<file path="src/hw/tkpm_defines.svh">
`ifndef TKPM_DEFINES_SVH
`define TKPM_DEFINES_SVH
// Number of shared key/status pins and dedicated key inputs.
`define TKPM_SHARED_KEYS 9
`define TKPM_TOUCH_KEYS 9
// Settle time after reset release before the straps are caught, in ns.
`define TKPM_STRAP_SETTLE_NS 100
`define TKPM_CLK_PERIOD_NS 10
`define TKPM_STRAP_SETTLE_CYC ((`TKPM_STRAP_SETTLE_NS + `TKPM_CLK_PERIOD_NS - 1) / `TKPM_CLK_PERIOD_NS)
// Reset value of the packet request pin: high means idle and ready.
`define TKPM_REQ_IDLE 1'b1
// Field positions of the three select straps in the captured code.
`define TKPM_SEL0_BIT 0
`define TKPM_SEL1_BIT 1
`define TKPM_SEL2_BIT 2
`endif

</file>
<file path="src/hw/tkpm_pkg.sv">
`default_nettype none
package tkpm_pkg;
  // Which serial slave the strap code selected; the code mapping is external.
  typedef enum logic [1:0]
  {
    TKPM_LINK_NONE = 2'b00,
    TKPM_LINK_I2C = 2'b01,
    TKPM_LINK_SPI = 2'b10
  } tkpm_link_t;
  // Strap capture sequence after reset.
  typedef enum logic [1:0]
  {
    TKPM_ST_SETTLE = 2'b00,
    TKPM_ST_CAPTURE = 2'b01,
    TKPM_ST_RUN = 2'b10
  } tkpm_state_t;
endpackage : tkpm_pkg
`default_nettype wire

</file>
<file path="src/hw/tkpm_pin_mode_select.sv">
`include "tkpm_defines.svh"
`default_nettype none
module tkpm_pin_mode_select #(
  parameter int SHARED_KEYS = `TKPM_SHARED_KEYS,
  parameter int TOUCH_KEYS = `TKPM_TOUCH_KEYS
)
(
  input wire logic i_clk,
  input wire logic i_sys_rst,
  // Pin straps and asynchronous pin inputs.
  input wire logic i_pin_mode_select,
  input wire logic i_power_save_n,
  input wire logic i_interface_select_0,
  input wire logic i_interface_select_1,
  input wire logic i_interface_select_2,
  input wire logic [TOUCH_KEYS-1:0] i_touch_key_inputs,
  input wire logic [SHARED_KEYS-1:0] i_shared_key_or_status_pins,
  // Decoding of the strap code is supplied by the core; it says SPI when high.
  input wire logic i_strap_means_spi,
  // Core side: packet pending flag, serial out data and I2C data drive-low.
  input wire logic i_packet_pending,
  input wire logic i_spi_data_out,
  input wire logic i_i2c_data_drive_low,
  // Core asks shared pins to act as status outputs in this operating mode.
  input wire logic i_shared_as_status,
  input wire logic [SHARED_KEYS-1:0] i_key_status,
  // Pin outputs.
  output logic o_packet_request_n,
  output logic o_interface_select_1,
  output logic o_interface_select_1_oe,
  output logic o_interface_select_2,
  output logic o_interface_select_2_oe,
  output logic [SHARED_KEYS-1:0] o_shared_key_or_status_pins,
  output logic [SHARED_KEYS-1:0] o_shared_key_or_status_pins_oe,
  // Core side results.
  output logic o_protocol_mode,
  output logic o_sleep,
  output logic [1:0] o_link_kind,
  output logic o_serial_clk,
  output logic o_serial_data_in,
  output logic [2:0] o_direct_mode_code,
  output logic [TOUCH_KEYS+SHARED_KEYS-1:0] o_keys,
  output logic o_ready
);
  localparam int NSYNC = 5 + TOUCH_KEYS + SHARED_KEYS;
  localparam int SETTLE = `TKPM_STRAP_SETTLE_CYC;
  // Levels the pins are taken to have while the synchroniser fills. The power-save pin
  // idles high, so the block must not report a false sleep just after reset.
  localparam logic [NSYNC-1:0] IDLE_LEVELS = {{(NSYNC-4){1'b0}}, 4'h8};

  // Three-stage synchronisers; stage 1 is read only by stage 2.
  logic [NSYNC-1:0] sync1_r;
  logic [NSYNC-1:0] sync2_r;
  logic [NSYNC-1:0] sync3_r;
  // Debounced view: updated once stages 2 and 3 agree.
  logic [NSYNC-1:0] clean_r;
  logic [NSYNC-1:0] raw_in;

  // Pack every outside input so one synchroniser array serves them all.
  always_comb
  begin
    raw_in = {i_shared_key_or_status_pins, i_touch_key_inputs, i_pin_mode_select,
              i_power_save_n, i_interface_select_2, i_interface_select_1,
              i_interface_select_0};
  end

  // Synchroniser chain; resets to the idle levels so no false change follows reset.
  always_ff @(posedge i_clk)
  begin
    if (i_sys_rst)
    begin
      sync1_r <= IDLE_LEVELS;
      sync2_r <= IDLE_LEVELS;
      sync3_r <= IDLE_LEVELS;
    end
    else
    begin
      sync1_r <= raw_in;
      sync2_r <= sync1_r;
      sync3_r <= sync2_r;
    end
  end

  // Accept a bit change only when stages 2 and 3 agree, filtering one-cycle glitches.
  always_ff @(posedge i_clk)
  begin
    if (i_sys_rst)
    begin
      clean_r <= IDLE_LEVELS;
    end
    else
    begin
      for (int i = 0; i < NSYNC; i++)
      begin
        if (sync2_r[i] == sync3_r[i])
        begin
          clean_r[i] <= sync3_r[i];
        end
      end
    end
  end

  // Strap capture sequence.
  tkpm_pkg::tkpm_state_t state_r;
  logic [7:0] settle_r;
  logic protocol_r;
  tkpm_pkg::tkpm_link_t link_r;

  // The mode strap and link choice are caught once, after the pipeline has filled, then frozen.
  always_ff @(posedge i_clk)
  begin
    if (i_sys_rst)
    begin
      state_r <= tkpm_pkg::TKPM_ST_SETTLE;
      settle_r <= 8'h00;
      protocol_r <= 1'b0;
      link_r <= tkpm_pkg::TKPM_LINK_NONE;
    end
    else
    begin
      unique case (state_r)
        tkpm_pkg::TKPM_ST_SETTLE:
        begin
          // Wait for synchroniser fill plus settle time so straps are stable.
          if (settle_r >= 8'(SETTLE + 4))
          begin
            state_r <= tkpm_pkg::TKPM_ST_CAPTURE;
          end
          else
          begin
            settle_r <= settle_r + 8'h01;
          end
        end
        tkpm_pkg::TKPM_ST_CAPTURE:
        begin
          protocol_r <= ~clean_r[4];
          if (!clean_r[4])
          begin
            link_r <= i_strap_means_spi ? tkpm_pkg::TKPM_LINK_SPI
                                        : tkpm_pkg::TKPM_LINK_I2C;
          end
          state_r <= tkpm_pkg::TKPM_ST_RUN;
        end
        tkpm_pkg::TKPM_ST_RUN:
        begin
          // Held until the next reset, whatever the straps do now.
          state_r <= tkpm_pkg::TKPM_ST_RUN;
        end
        default:
        begin
          state_r <= tkpm_pkg::TKPM_ST_SETTLE;
        end
      endcase
    end
  end

  logic run;
  logic is_spi;
  logic is_i2c;
  always_comb
  begin
    run = (state_r == tkpm_pkg::TKPM_ST_RUN);
    is_spi = run && protocol_r && (link_r == tkpm_pkg::TKPM_LINK_SPI);
    is_i2c = run && protocol_r && (link_r == tkpm_pkg::TKPM_LINK_I2C);
  end

  // Request pin and sleep state; request idles high so the host sees ready.
  always_ff @(posedge i_clk)
  begin
    if (i_sys_rst)
    begin
      o_packet_request_n <= `TKPM_REQ_IDLE;
      o_sleep <= 1'b0;
      o_ready <= 1'b0;
      o_protocol_mode <= 1'b0;
      o_link_kind <= 2'b00;
    end
    else
    begin
      // Low only while a packet waits in protocol mode.
      o_packet_request_n <= ~(run && protocol_r && i_packet_pending);
      o_sleep <= ~clean_r[3];
      o_ready <= run;
      o_protocol_mode <= run && protocol_r;
      o_link_kind <= run ? link_r : tkpm_pkg::TKPM_LINK_NONE;
    end
  end

  // Select pin reuse: serial clock and data in protocol mode, mode code otherwise.
  always_ff @(posedge i_clk)
  begin
    if (i_sys_rst)
    begin
      o_serial_clk <= 1'b1;
      o_serial_data_in <= 1'b1;
      o_direct_mode_code <= 3'h0;
      o_interface_select_1 <= 1'b0;
      o_interface_select_1_oe <= 1'b0;
      o_interface_select_2 <= 1'b0;
      o_interface_select_2_oe <= 1'b0;
    end
    else
    begin
      o_serial_clk <= (is_spi || is_i2c) ? clean_r[`TKPM_SEL0_BIT] : 1'b1;
      o_serial_data_in <= (is_spi || is_i2c) ? clean_r[`TKPM_SEL1_BIT] : 1'b1;
      // Open-drain I2C data: only ever pulled low, never driven high.
      o_interface_select_1 <= 1'b0;
      o_interface_select_1_oe <= is_i2c && i_i2c_data_drive_low;
      o_interface_select_2 <= is_spi ? i_spi_data_out : 1'b0;
      o_interface_select_2_oe <= is_spi;
      if (run && !protocol_r)
      begin
        o_direct_mode_code <= clean_r[2:0];
      end
      else
      begin
        o_direct_mode_code <= 3'h0;
      end
    end
  end

  // Shared pins: keys when inputs, status outputs when the mode asks for it.
  always_ff @(posedge i_clk)
  begin
    if (i_sys_rst)
    begin
      o_shared_key_or_status_pins <= '0;
      o_shared_key_or_status_pins_oe <= '0;
      o_keys <= '0;
    end
    else
    begin
      if (run && i_shared_as_status)
      begin
        o_shared_key_or_status_pins <= i_key_status;
        o_shared_key_or_status_pins_oe <= {SHARED_KEYS{1'b1}};
        o_keys <= {{SHARED_KEYS{1'b0}}, clean_r[5 +: TOUCH_KEYS]};
      end
      else
      begin
        o_shared_key_or_status_pins <= '0;
        o_shared_key_or_status_pins_oe <= '0;
        o_keys <= clean_r[5 +: TOUCH_KEYS + SHARED_KEYS];
      end
    end
  end
endmodule : tkpm_pin_mode_select
`default_nettype wire

</file>
<file path="config.mk">
export PLATFORM = sky130hd
export DESIGN_NAME = tkpm_pin_mode_select
export DESIGN_NICKNAME = d
export VERILOG_FILES = /design/src/hw/tkpm_pkg.sv /design/src/hw/tkpm_pin_mode_select.sv
export VERILOG_INCLUDE_DIRS = /design/src /design/src/hw
export SDC_FILE = /design/constraint.sdc
export NUM_CORES = 1
export LEC_CHECK = 0
export ABC_AREA = 1
export CELL_PAD_IN_SITES_DETAIL_PLACEMENT = 0
export CELL_PAD_IN_SITES_GLOBAL_PLACEMENT = 1
export CORE_UTILIZATION = 35
export DETAILED_ROUTE_END_ITERATION = 6
export DONT_BUFFER_PORTS = 1
export PLACE_DENSITY_LB_ADDON = 0.05
export SYNTH_ARGS = -nofsm -noshare
export SYNTH_HDL_FRONTEND = slang
export SYNTH_SLANG_ARGS = --single-unit
</file>
<file path="constraint.sdc">
create_clock -name i_clk -period 2.6 [get_ports i_clk]
set_input_delay 0.13 -clock i_clk [delete_from_list [all_inputs] [get_ports i_clk]]
set_output_delay 0.13 -clock i_clk [all_outputs]
set_load 0.01 [all_outputs]
</file>
==> results.toml, run 1 <==
[outcome]
status = "complete, no violations"

[detailed_routing]
ant_nets = 0
firstDrtPassIters = 4
viasPerCell = 3.98
vias = 2964
drcViolationCount = 0
wl_per_cell_microns = 10.2
drt-initial-drc-count = 134
wl_microns = 7600

[synth]
yosysUniqueCellTypes = 24
yosysTopAreaCellShare_pct = 62.4
synthesis.area_sq_mm = 0.00471
synthArstFlopShare_pct = 0
synthFlopType = "dfxtp_1"
synth_cells = 512
synth.area.top_cells = "dfxtp_1 62%, inv_1 9.6%, nor2_1 9.4%, a21oi_1 3.1%, nor2_4 2.9%"
synthTopCellsByCount = "147 x dfxtp_1, 121 x inv_1, 118 x nor2_1"
synth_seq_cells = 147
synthesis.nets = 556
synth-seq-area-share_pct = 62.4
post-synth-top-count-cell = "dfxtp_1"
ys_warn_count = 0
avgSynthCellArea_sq_um = 9.21
synth_edf_count = 0
synth_top_area_cell = "dfxtp_1"

[floorplan]
ios = 90
dieArea_sq_mm = 0.0139
die_y_microns = 118
fp-row-count = 42
coreArea_sq_mm = 0.0132
initial_core_util_pct = 35.7
die_w_microns = 118

[cts]
cts.htree.levels = 4
clockBufferDepth = 2
numCtsBuffers = 17
cts_tree = "built"
post-cts-setup-buffers = 0
clk_pin_slew_ps = 60
cts.repair.resized = 0
ctsRootBufferMaster = "clkbuf_16"
cts_sinks = 147
worstSkewPairLatency_ps = 410

[critical_path]
r2r_start = "settle_r[0]$_SDFFE_PP0P_"
required_ps = 2950
path_max_fanout = 7
cp.arrival_ps = 2190
rrSetupSlack_ps = 760
worstSetupPathType = "reg -> reg"
r2r_cells = 8
end_kind = "flop"
r2r-end = "settle_r[1]$_SDFFE_PP0P_"
crit_path_start_kind = "flop"

[global_routing]
grt_pass1_vias = 2849
grt_use_total_pct = 12.0
grt-ovfl-total = 0
grt_pass1_wl_microns = 12800
grt_max_degree = 103
antenna_found_initial = 0

[sta]
maxSlewViolCount = 0
period_minus_slack_ps = 1840
setup_viol_count_final = 0
tightest_slew_ps = 846
skew_ps = 8.32
max_freq_ghz = 0.543
fin_tns_setup_ps = 0
hold_violations = 0
period_share_pct = 70.8
relSlewSlack_pct = 43.5
rsz0062_at_grt = "false"

[hold_path]
hold_depth = 2
hold_path_end = "settle_r[3]$_SDFFE_PP0P_"
hold_path_class = "in -> reg"
hp-start = "i_sys_rst"

[placed_design]
dp_hpwl_microns = 4620
io_buffers = 0
place_inst = 666
place.gp.congestion = 0.703

[power_and_ir_drop]
internal_power_w = 0.00381
p_sw_w = 0.000976
combinationalPowerShare_pct = 3.3
ir_drop_mv = 0.599
p_leak_nw = 2.40
p_seq_share_pct = 48.6
power_density_mw_per_mm2 = 828
swShare_pct = 20.4
clkPwrFrac_pct = 48.1

[finish]
final_cell_count_no_fill = 744
n_antenna_cell = 0
drive_gt1_share_pct = 8.80
syn_to_final_growth_pct = 22.6
nNetsFinal = 599

[flow_run]
maxCapViolCount = 0
-- worst max-delay path by stage --
stage	startpoint	cells past startpoint	endpoint
floorplan	settle_r[0]$_SDFFE_PP0P_	7	settle_r[1]$_SDFFE_PP0P_
detailed placement	state_r[0]$_SDFFE_PP0P_	5	o_keys[17]$_SDFF_PP0_
finish	settle_r[0]$_SDFFE_PP0P_	8	settle_r[1]$_SDFFE_PP0P_
CTS	state_r[0]$_SDFFE_PP0P_	6	settle_r[0]$_SDFFE_PP0P_
global placement	state_r[0]$_SDFFE_PP0P_	5	o_keys[12]$_SDFF_PP0_
global route	settle_r[0]$_SDFFE_PP0P_	8	settle_r[0]$_SDFFE_PP0P_
-- layout make-up --
type,count,area [sq um]
fill,1325,7410
inverter,123,462
clock inverter,10,109
timing repair buffer,46,478
tap,176,220
sequential,147,2940
clock buffer,22,454
multi-input combinational,220,1110
-- state kept, by name, indices dropped and copies added, names as in the netlist, 2 cells and up --
signal	cells
settle_r	8
state_r	2
o_shared_key_or_status_pins	9
sync3_r	23
o_direct_mode_code	3
o_link_kind	2
sync2_r	23
clean_r	23
o_keys	18
sync1_r	23
link_r	2
-- per-layer routing --
metal / global-route usage (%) / vias up / share of wire, %
met3: 5.14 / 13 / 5.2
met5: 0 / - / 0
met4: 6.97 / 0 / 2.2
met1: 13.2 / 1322 / 47
li1: - / 1572 / -
met2: 19.4 / 57 / 46
-- placed cells by master, fill, tap and decap left out --
| cell | instances |
|---|---|
| a211oi_1 | 14 |
| a21oi_1 | 29 |
| buf_16 | 1 |
| bufinv_16 | 2 |
| clkbuf_1 | 4 |
| clkbuf_16 | 17 |
| clkbuf_8 | 1 |
| clkinv_2 | 5 |
| clkinv_4 | 1 |
| clkinvlp_4 | 2 |
| conb_1 | 1 |
| dfxtp_1 | 147 |
| dlygate4sd3_1 | 45 |
| ha_1 | 5 |
| inv_1 | 121 |
| inv_2 | 2 |
| maj3_1 | 1 |
| nand2_1 | 16 |
| nand3_1 | 10 |
| nor2_1 | 118 |
| nor2_2 | 5 |
| nor2_4 | 12 |
| nor3b_1 | 2 |
| o21a_1 | 2 |
| o21ai_2 | 1 |
| or2_1 | 2 |
| or2_2 | 1 |
| xor2_1 | 1 |
-- power groups by stage --
stage / registers [W] / logic, W / clock network [W]
after floorplan: 0.00237 / 0.000108 / 0
after global placement: 0.00237 / 0.0000767 / 0
after detailed placement: 0.00237 / 0.0000788 / 0
after CTS: 0.00232 / 0.000163 / 0.00240
after global routing: 0.00233 / 0.000183 / 0.00248
final: 0.00232 / 0.000159 / 0.00230
-- critical path, stage by stage (launching register included) --
cell,delay (ps)
dfxtp_1,370
inv_1,70
ha_1,210
nor2_1,80
nor2_1,70
nor2_4,170
nand3_1,90
a21oi_1,150
dlygate4sd3_1,560
-- per-stage QoR --
| stage | instance area, sq um | utilization, % | power [W] | hold WS [ps] | setup WS [ps] |
|---|---|---|---|---|---|
| after detailed placement | 4740 | 35.9 | 0.00245 | 213 | 1290 |
| after global placement | 4740 | 35.9 | 0.00245 | 201 | 1320 |
| after floorplan | 4710 | - | 0.00247 | 199 | 1460 |
| final | 5780 | 43.8 | 0.00478 | 173 | 758 |
| after global routing | 5780 | 43.8 | 0.00499 | 186 | 634 |
| after CTS | 5780 | 43.8 | 0.00488 | 158 | 784 |
-- kinds of logic (layout without fill, tap and decap cells) --
kind of cell	after synthesis	in the layout	synth area share, %
and+or+nand+nor	166	166	16.0
DFF	147	147	62.4
buffers and inverters	145	201	14.0
AOI/OAI and AO/OA	46	46	5.81
adders and majority gates	6	6	1.54
other	1	1	0.0796
xor gates and xnor gates	1	1	0.186
-- timing repair --
item	in CTS	in global routing
endpoints found under the hold margin	138	0
hold buffers	46	0
setup endpoints to repair	0	0
No activity file was read; power rests on OpenSTA's default activity.
==> run 2, diff against run 1 <==
==> constraint.sdc (replaced) <==
create_clock -name i_clk -period 1.61 [get_ports i_clk]
set_input_delay 0.0805 -clock i_clk [delete_from_list [all_inputs] [get_ports i_clk]]
set_output_delay 0.0805 -clock i_clk [all_outputs]
set_load 0.01 [all_outputs]
==> results.toml, run 2 (synthesis results as in run 1) <==
[detailed_routing]
firstDrtPassIters = 4
wl_microns = 7850
viasPerCell = 4.01
vias = 3134
ant_nets = 0
wl_per_cell_microns = 10.0
drt-initial-drc-count = 86
drcViolationCount = 0

[cts]
clk_pin_slew_ps = 60
cts_tree = "built"
cts.htree.levels = 4
numCtsBuffers = 17
post-cts-setup-buffers = 0
cts_sinks = 147
ctsRootBufferMaster = "clkbuf_16"
clockBufferDepth = 2
worstSkewPairLatency_ps = 420

[power_and_ir_drop]
internal_power_w = 0.00695
combinationalPowerShare_pct = 3.1
p_leak_nw = 2.71
ir_drop_mv = 0.654
p_sw_w = 0.00164
p_seq_share_pct = 43.6
power_w = 0.00859
clkPwrFrac_pct = 53.2
power_density_mw_per_mm2 = 1360
swShare_pct = 19.1

[finish]
nNetsFinal = 636
final_cell_mix = "146 x dfxtp_1, 120 x inv_1, 116 x nor2_1, 79 x dlygate4sd3_1, 29 x a21oi_1"
final_cell_count_no_fill = 781
final_common_cell = "dfxtp_1"
design_area_sq_mm = 0.00630
n_antenna_cell = 0
drive_gt1_share_pct = 10.7
syn_to_final_growth_pct = 33.7
fillCellCount = 1291

[floorplan]
ios = 90
die_y_microns = 118
fp-row-count = 42
coreArea_sq_mm = 0.0132
initial_core_util_pct = 35.7
die_w_microns = 118
dieArea_sq_mm = 0.0139

[global_routing]
grt_use_met3_pct = 4.51
grt-ovfl-total = 0
grt_pass1_wl_microns = 14200
grt_use_met1_pct = 14.2
grt_pass1_vias = 3210
antenna_found_initial = 0
met2_usage_pct = 21.5
grt_use_total_pct = 13.0
grt_max_degree = 60
grt_busiest_layer = "met2"

[critical_path]
end_kind = "flop"
r2r_start = "state_r[1]$_SDFFE_PP0P_"
crit_path_start_kind = "flop"
crit_path_cell_trace = "inv_1, ha_1, nand2_2, nor2_2, a211oi_2, dlygate4sd3_1"
cp_slowest_stage_delay_ps = 550
critPathSlowestCell = "dlygate4sd3_1"
worstSetupPathType = "reg -> reg"
cp.arrival_ps = 1800
required_ps = 1910
path_max_fanout = 3
timing.critical_path.from = "state_r[1]$_SDFFE_PP0P_"

[outcome]
status = "complete, no violations"

[placed_design]
place_inst = 669
dp_hpwl_microns = 4410
io_buffers = 0
place.gp.congestion = 0.684
place_area_sq_mm = 0.00476

[sta]
hold_violations = 0
period_share_pct = 93.0
skew_ps = 6.88
rsz0062_at_grt = "true"
setup_viol_count_final = 0
maxSlewViolCount = 0
max_freq_ghz = 0.668
period_minus_slack_ps = 1500

[flow_run]
maxCapViolCount = 0

[hold_path]
hold_path_class = "in -> reg"
hp-start = "i_sys_rst"
[run 2: cell types whose count changed in the layout (fill, tap and decap cells not counted), moves of 2 or more]
| cell | before | now |
|---|---|---|
| dlygate4sd3_1 | 45 | 79 |
| clkinv_2 | 5 | 0 |
| bufinv_16 | 2 | 6 |
| clkbuf_1 | 4 | 0 |
| buf_4 | 0 | 3 |
| clkbuf_8 | 1 | 4 |
| inv_6 | 0 | 2 |
| nor2_1 | 118 | 116 |
| nor2_2 | 5 | 7 |
[run 2: metrics by stage]
| stage | TNS [ps] | worst slack [ps] | hold WS [ps] | utilization, % |
|---|---|---|---|---|
| floorplan | 0 | 472 | 149 | - |
| global placement | 0 | 378 | 151 | 36.1 |
| detailed placement | 0 | 323 | 157 | 36.1 |
| CTS | 0 | 30.0 | 33.5 | 47.6 |
| global route | -10.7 | -10.7 | 47.3 | 47.8 |
| finish | 0 | 112 | 43.2 | 47.8 |
[run 2: path summary, 6_finish.rpt]
kind                              to  slack (ps)  cells after the start
min          state_r[1]$_SDFFE_PP0P_          40                      2
min reg2reg    sync2_r[3]$_SDFF_PP1_         400                      1
max           link_r[1]$_SDFFE_PP0P_         110                      6
max reg2reg   link_r[1]$_SDFFE_PP0P_         110                      6
[run 2: layer usage]
| layer | share of wire [%] | up-vias |
|---|---|---|
| met5 | 0 | - |
| met1 | 46 | 1408 |
| met3 | 4.3 | 19 |
| li1 | - | 1651 |
| met4 | 2.7 | 0 |
| met2 | 47 | 56 |
[run 2: power groups by stage]
stage | Combinational, W | Sequential (W) | Clock (W)
3_3_place_gp | 0.000128 | 0.00383 | 0
5_1_grt | 0.000309 | 0.00376 | 0.00484
3_5_place_dp | 0.000132 | 0.00383 | 0
4_1_cts | 0.000274 | 0.00375 | 0.00471
6_report | 0.000270 | 0.00375 | 0.00457
2_1_floorplan | 0.000174 | 0.00382 | 0
[run 2: cell type report]
class	count	area, sq um	share of cell area [%]
Tap cell	176	220	3.50
Timing Repair Buffer	83	841	13.3
Clock inverter	11	220	3.50
Clock buffer	21	480	7.63
Multi-Input combinational cell	220	1130	18.0
Sequential cell	147	2940	46.7
Inverter	123	462	7.33
[run 2: critical path: cells and delay by family, from the launching register on]
family                   cells  cell delay [ps]
buffers and inverters        2              620
flip-flops                   1              330
AND/OR/NAND/NOR              2              220
adder cells (fa/ha/maj)      1              180
AO/OA/AOI/OAI                1               40
[run 2: what timing repair did]
action | CTS | global route
resized for setup | 0 | 8
endpoints found under the hold margin | 138 | 0
endpoints found under the setup margin | 0 | 3
hold buffers | 80 | 0
==> run 3, diff against run 2 <==
--- a/config.mk
+++ b/config.mk
@@ -7,11 +7,11 @@
 export NUM_CORES = 1
 export LEC_CHECK = 0
 export ABC_AREA = 1
+export BUFFER_PORTS_ARGS = -buffer_cell sky130_fd_sc_hd__buf_4
 export CELL_PAD_IN_SITES_DETAIL_PLACEMENT = 0
 export CELL_PAD_IN_SITES_GLOBAL_PLACEMENT = 1
 export CORE_UTILIZATION = 35
 export DETAILED_ROUTE_END_ITERATION = 6
-export DONT_BUFFER_PORTS = 1
 export PLACE_DENSITY_LB_ADDON = 0.05
 export SYNTH_ARGS = -nofsm -noshare
 export SYNTH_HDL_FRONTEND = slang
==> results.toml, run 3 (synthesis results as in run 1) <==
[finish]
final_cell_mix = "147 x dfxtp_1, 121 x inv_1, 118 x nor2_1, 92 x buf_4, 37 x dlygate4sd3_1"
nNetsFinal = 684
regArea_sq_mm = 0.00294
drive_gt1_share_pct = 21.4
syn_to_final_growth_pct = 35.4
final_cell_count_no_fill = 829
n_antenna_cell = 0
fillCellCount = 1268
multi_input_area_sq_mm = 0.00111
postLayoutCoreUtil_pct = 48.4
final_common_cell = "dfxtp_1"

[power_and_ir_drop]
clkPwrFrac_pct = 46.6
p_sw_w = 0.00151
swShare_pct = 19.7
ir_drop_mv = 0.674
power_density_mw_per_mm2 = 1200
p_seq_share_pct = 49.0
p_leak_nw = 2.82
internal_power_w = 0.00614
combinationalPowerShare_pct = 4.3

[cts]
cts_tree = "built"
numCtsBuffers = 17
cts.htree.levels = 4
clk_pin_slew_ps = 50
worstSkewPairLatency_ps = 410
clockBufferDepth = 2
ctsRootBufferMaster = "clkbuf_16"
cts_sinks = 147

[critical_path]
cp.arrival_ps = 1590
cpLargestDelayFamily = "flip-flops"
cp_slowest_stage_delay_ps = 310
required_ps = 1900
end_kind = "flop"
path_max_fanout = 3
worstSetupPathType = "reg -> reg"
worstPathBufferInverterCount = 2
crit_path_start_kind = "flop"
critPathSlowestCell = "dfxtp_1"
rrSetupSlack_ps = 310
crit_path_cell_trace = "inv_1, ha_1, nand2_1, inv_1, nand3_1, a21oi_1, nand2_1"

[global_routing]
antenna_found_initial = 0
grt-ovfl-total = 0
grt_pass1_vias = 3243
grt_pass1_wl_microns = 13500
grt_max_degree = 40
grt_use_total_pct = 12.4

[detailed_routing]
firstDrtPassIters = 4
vias = 3252
viasPerCell = 3.92
ant_nets = 0
wl_per_cell_microns = 9.20
wl_microns = 7630
drt-initial-drc-count = 142
drcViolationCount = 0

[floorplan]
dieArea_sq_mm = 0.0139
ios = 90
die_w_microns = 118
initial_core_util_pct = 35.7
fp-row-count = 42
coreArea_sq_mm = 0.0132
die_y_microns = 118

[sta]
period_minus_slack_ps = 1300
period_share_pct = 80.9
setup_slack_ps = 308
max_freq_ghz = 0.768
skew_ps = 4.75
setup_viol_count_final = 0
rsz0062_at_grt = "false"
fin_tns_setup_ps = 0
hold_violations = 0
maxSlewViolCount = 0

[placed_design]
place.gp.congestion = 0.693
io_buffers = 88
place_inst = 760
place_ws_ps = 328
dp_hpwl_microns = 5070

[hold_path]
hold_path_class = "in -> reg"

[flow_run]
maxCapViolCount = 0

[outcome]
status = "complete, no violations"
## run 3: cell count changes in the layout (fill, tap and decap cells not counted), sizes merged
cell / change
buf: +90
clkbuf: +6
dlygate4sd3: -42
bufinv: -5
inv: -2
clkinvlp: -3
clkinv: +4
## run 3: path summary, 6_finish.rpt
kind / from / to / cells past startpoint
max: state_r[0]$_SDFFE_PP0P_ / o_serial_clk$_SDFF_PP1_ / 7
max reg2reg: state_r[0]$_SDFFE_PP0P_ / o_serial_clk$_SDFF_PP1_ / 7
min reg2reg: sync1_r[13]$_SDFF_PP0_ / sync2_r[13]$_SDFF_PP0_ / 2
min: i_sys_rst / sync1_r[21]$_SDFF_PP0_ / 2
## run 3: layout make-up
class	count	share of cell area, %
tap	176	3.45
sequential	147	46.1
clock buffer	27	7.73
multi-input combinational	220	17.4
inverter	123	7.24
timing repair buffer	131	17.3
clock inverter	5	0.784
## run 3: timing repair
action / CTS / global route
setup buffers: 0 / 0
hold buffers: 37 / 0
hold endpoints to repair: 38 / 0
gates resized for setup: 0 / 0
## run 3: power by group through the flow
stage | logic (W) | clock network [W] | registers (W)
after CTS | 0.000341 | 0.00371 | 0.00375
after floorplan | 0.000174 | 0 | 0.00382
final | 0.000331 | 0.00357 | 0.00375
after global routing | 0.000376 | 0.00388 | 0.00376
after global placement | 0.000264 | 0 | 0.00383
after detailed placement | 0.000268 | 0 | 0.00383
## run 3: per-stage QoR
| step | hold slack (ps) | total power, W | area (sq um) |
|---|---|---|---|
| detailed placement | 257 | 0.00410 | 5470 |
| global route | 54.3 | 0.00802 | 6380 |
| global placement | 247 | 0.00409 | 5470 |
| floorplan | 149 | 0.00399 | 4710 |
| CTS | 31.1 | 0.00781 | 6380 |
| finish | 43.1 | 0.00765 | 6380 |
## run 3: routing by layer
metal  routed length, microns  part of all wire [%]  up-vias  GRT usage, %
li1                         -                     -     1752             -
met1                     3530                    46     1440          13.4
met2                     3710                    49       51          20.7
met3                      284                   3.7        9          5.47
met4                      110                   1.4        0          5.77
met5                        0                     0        -             0
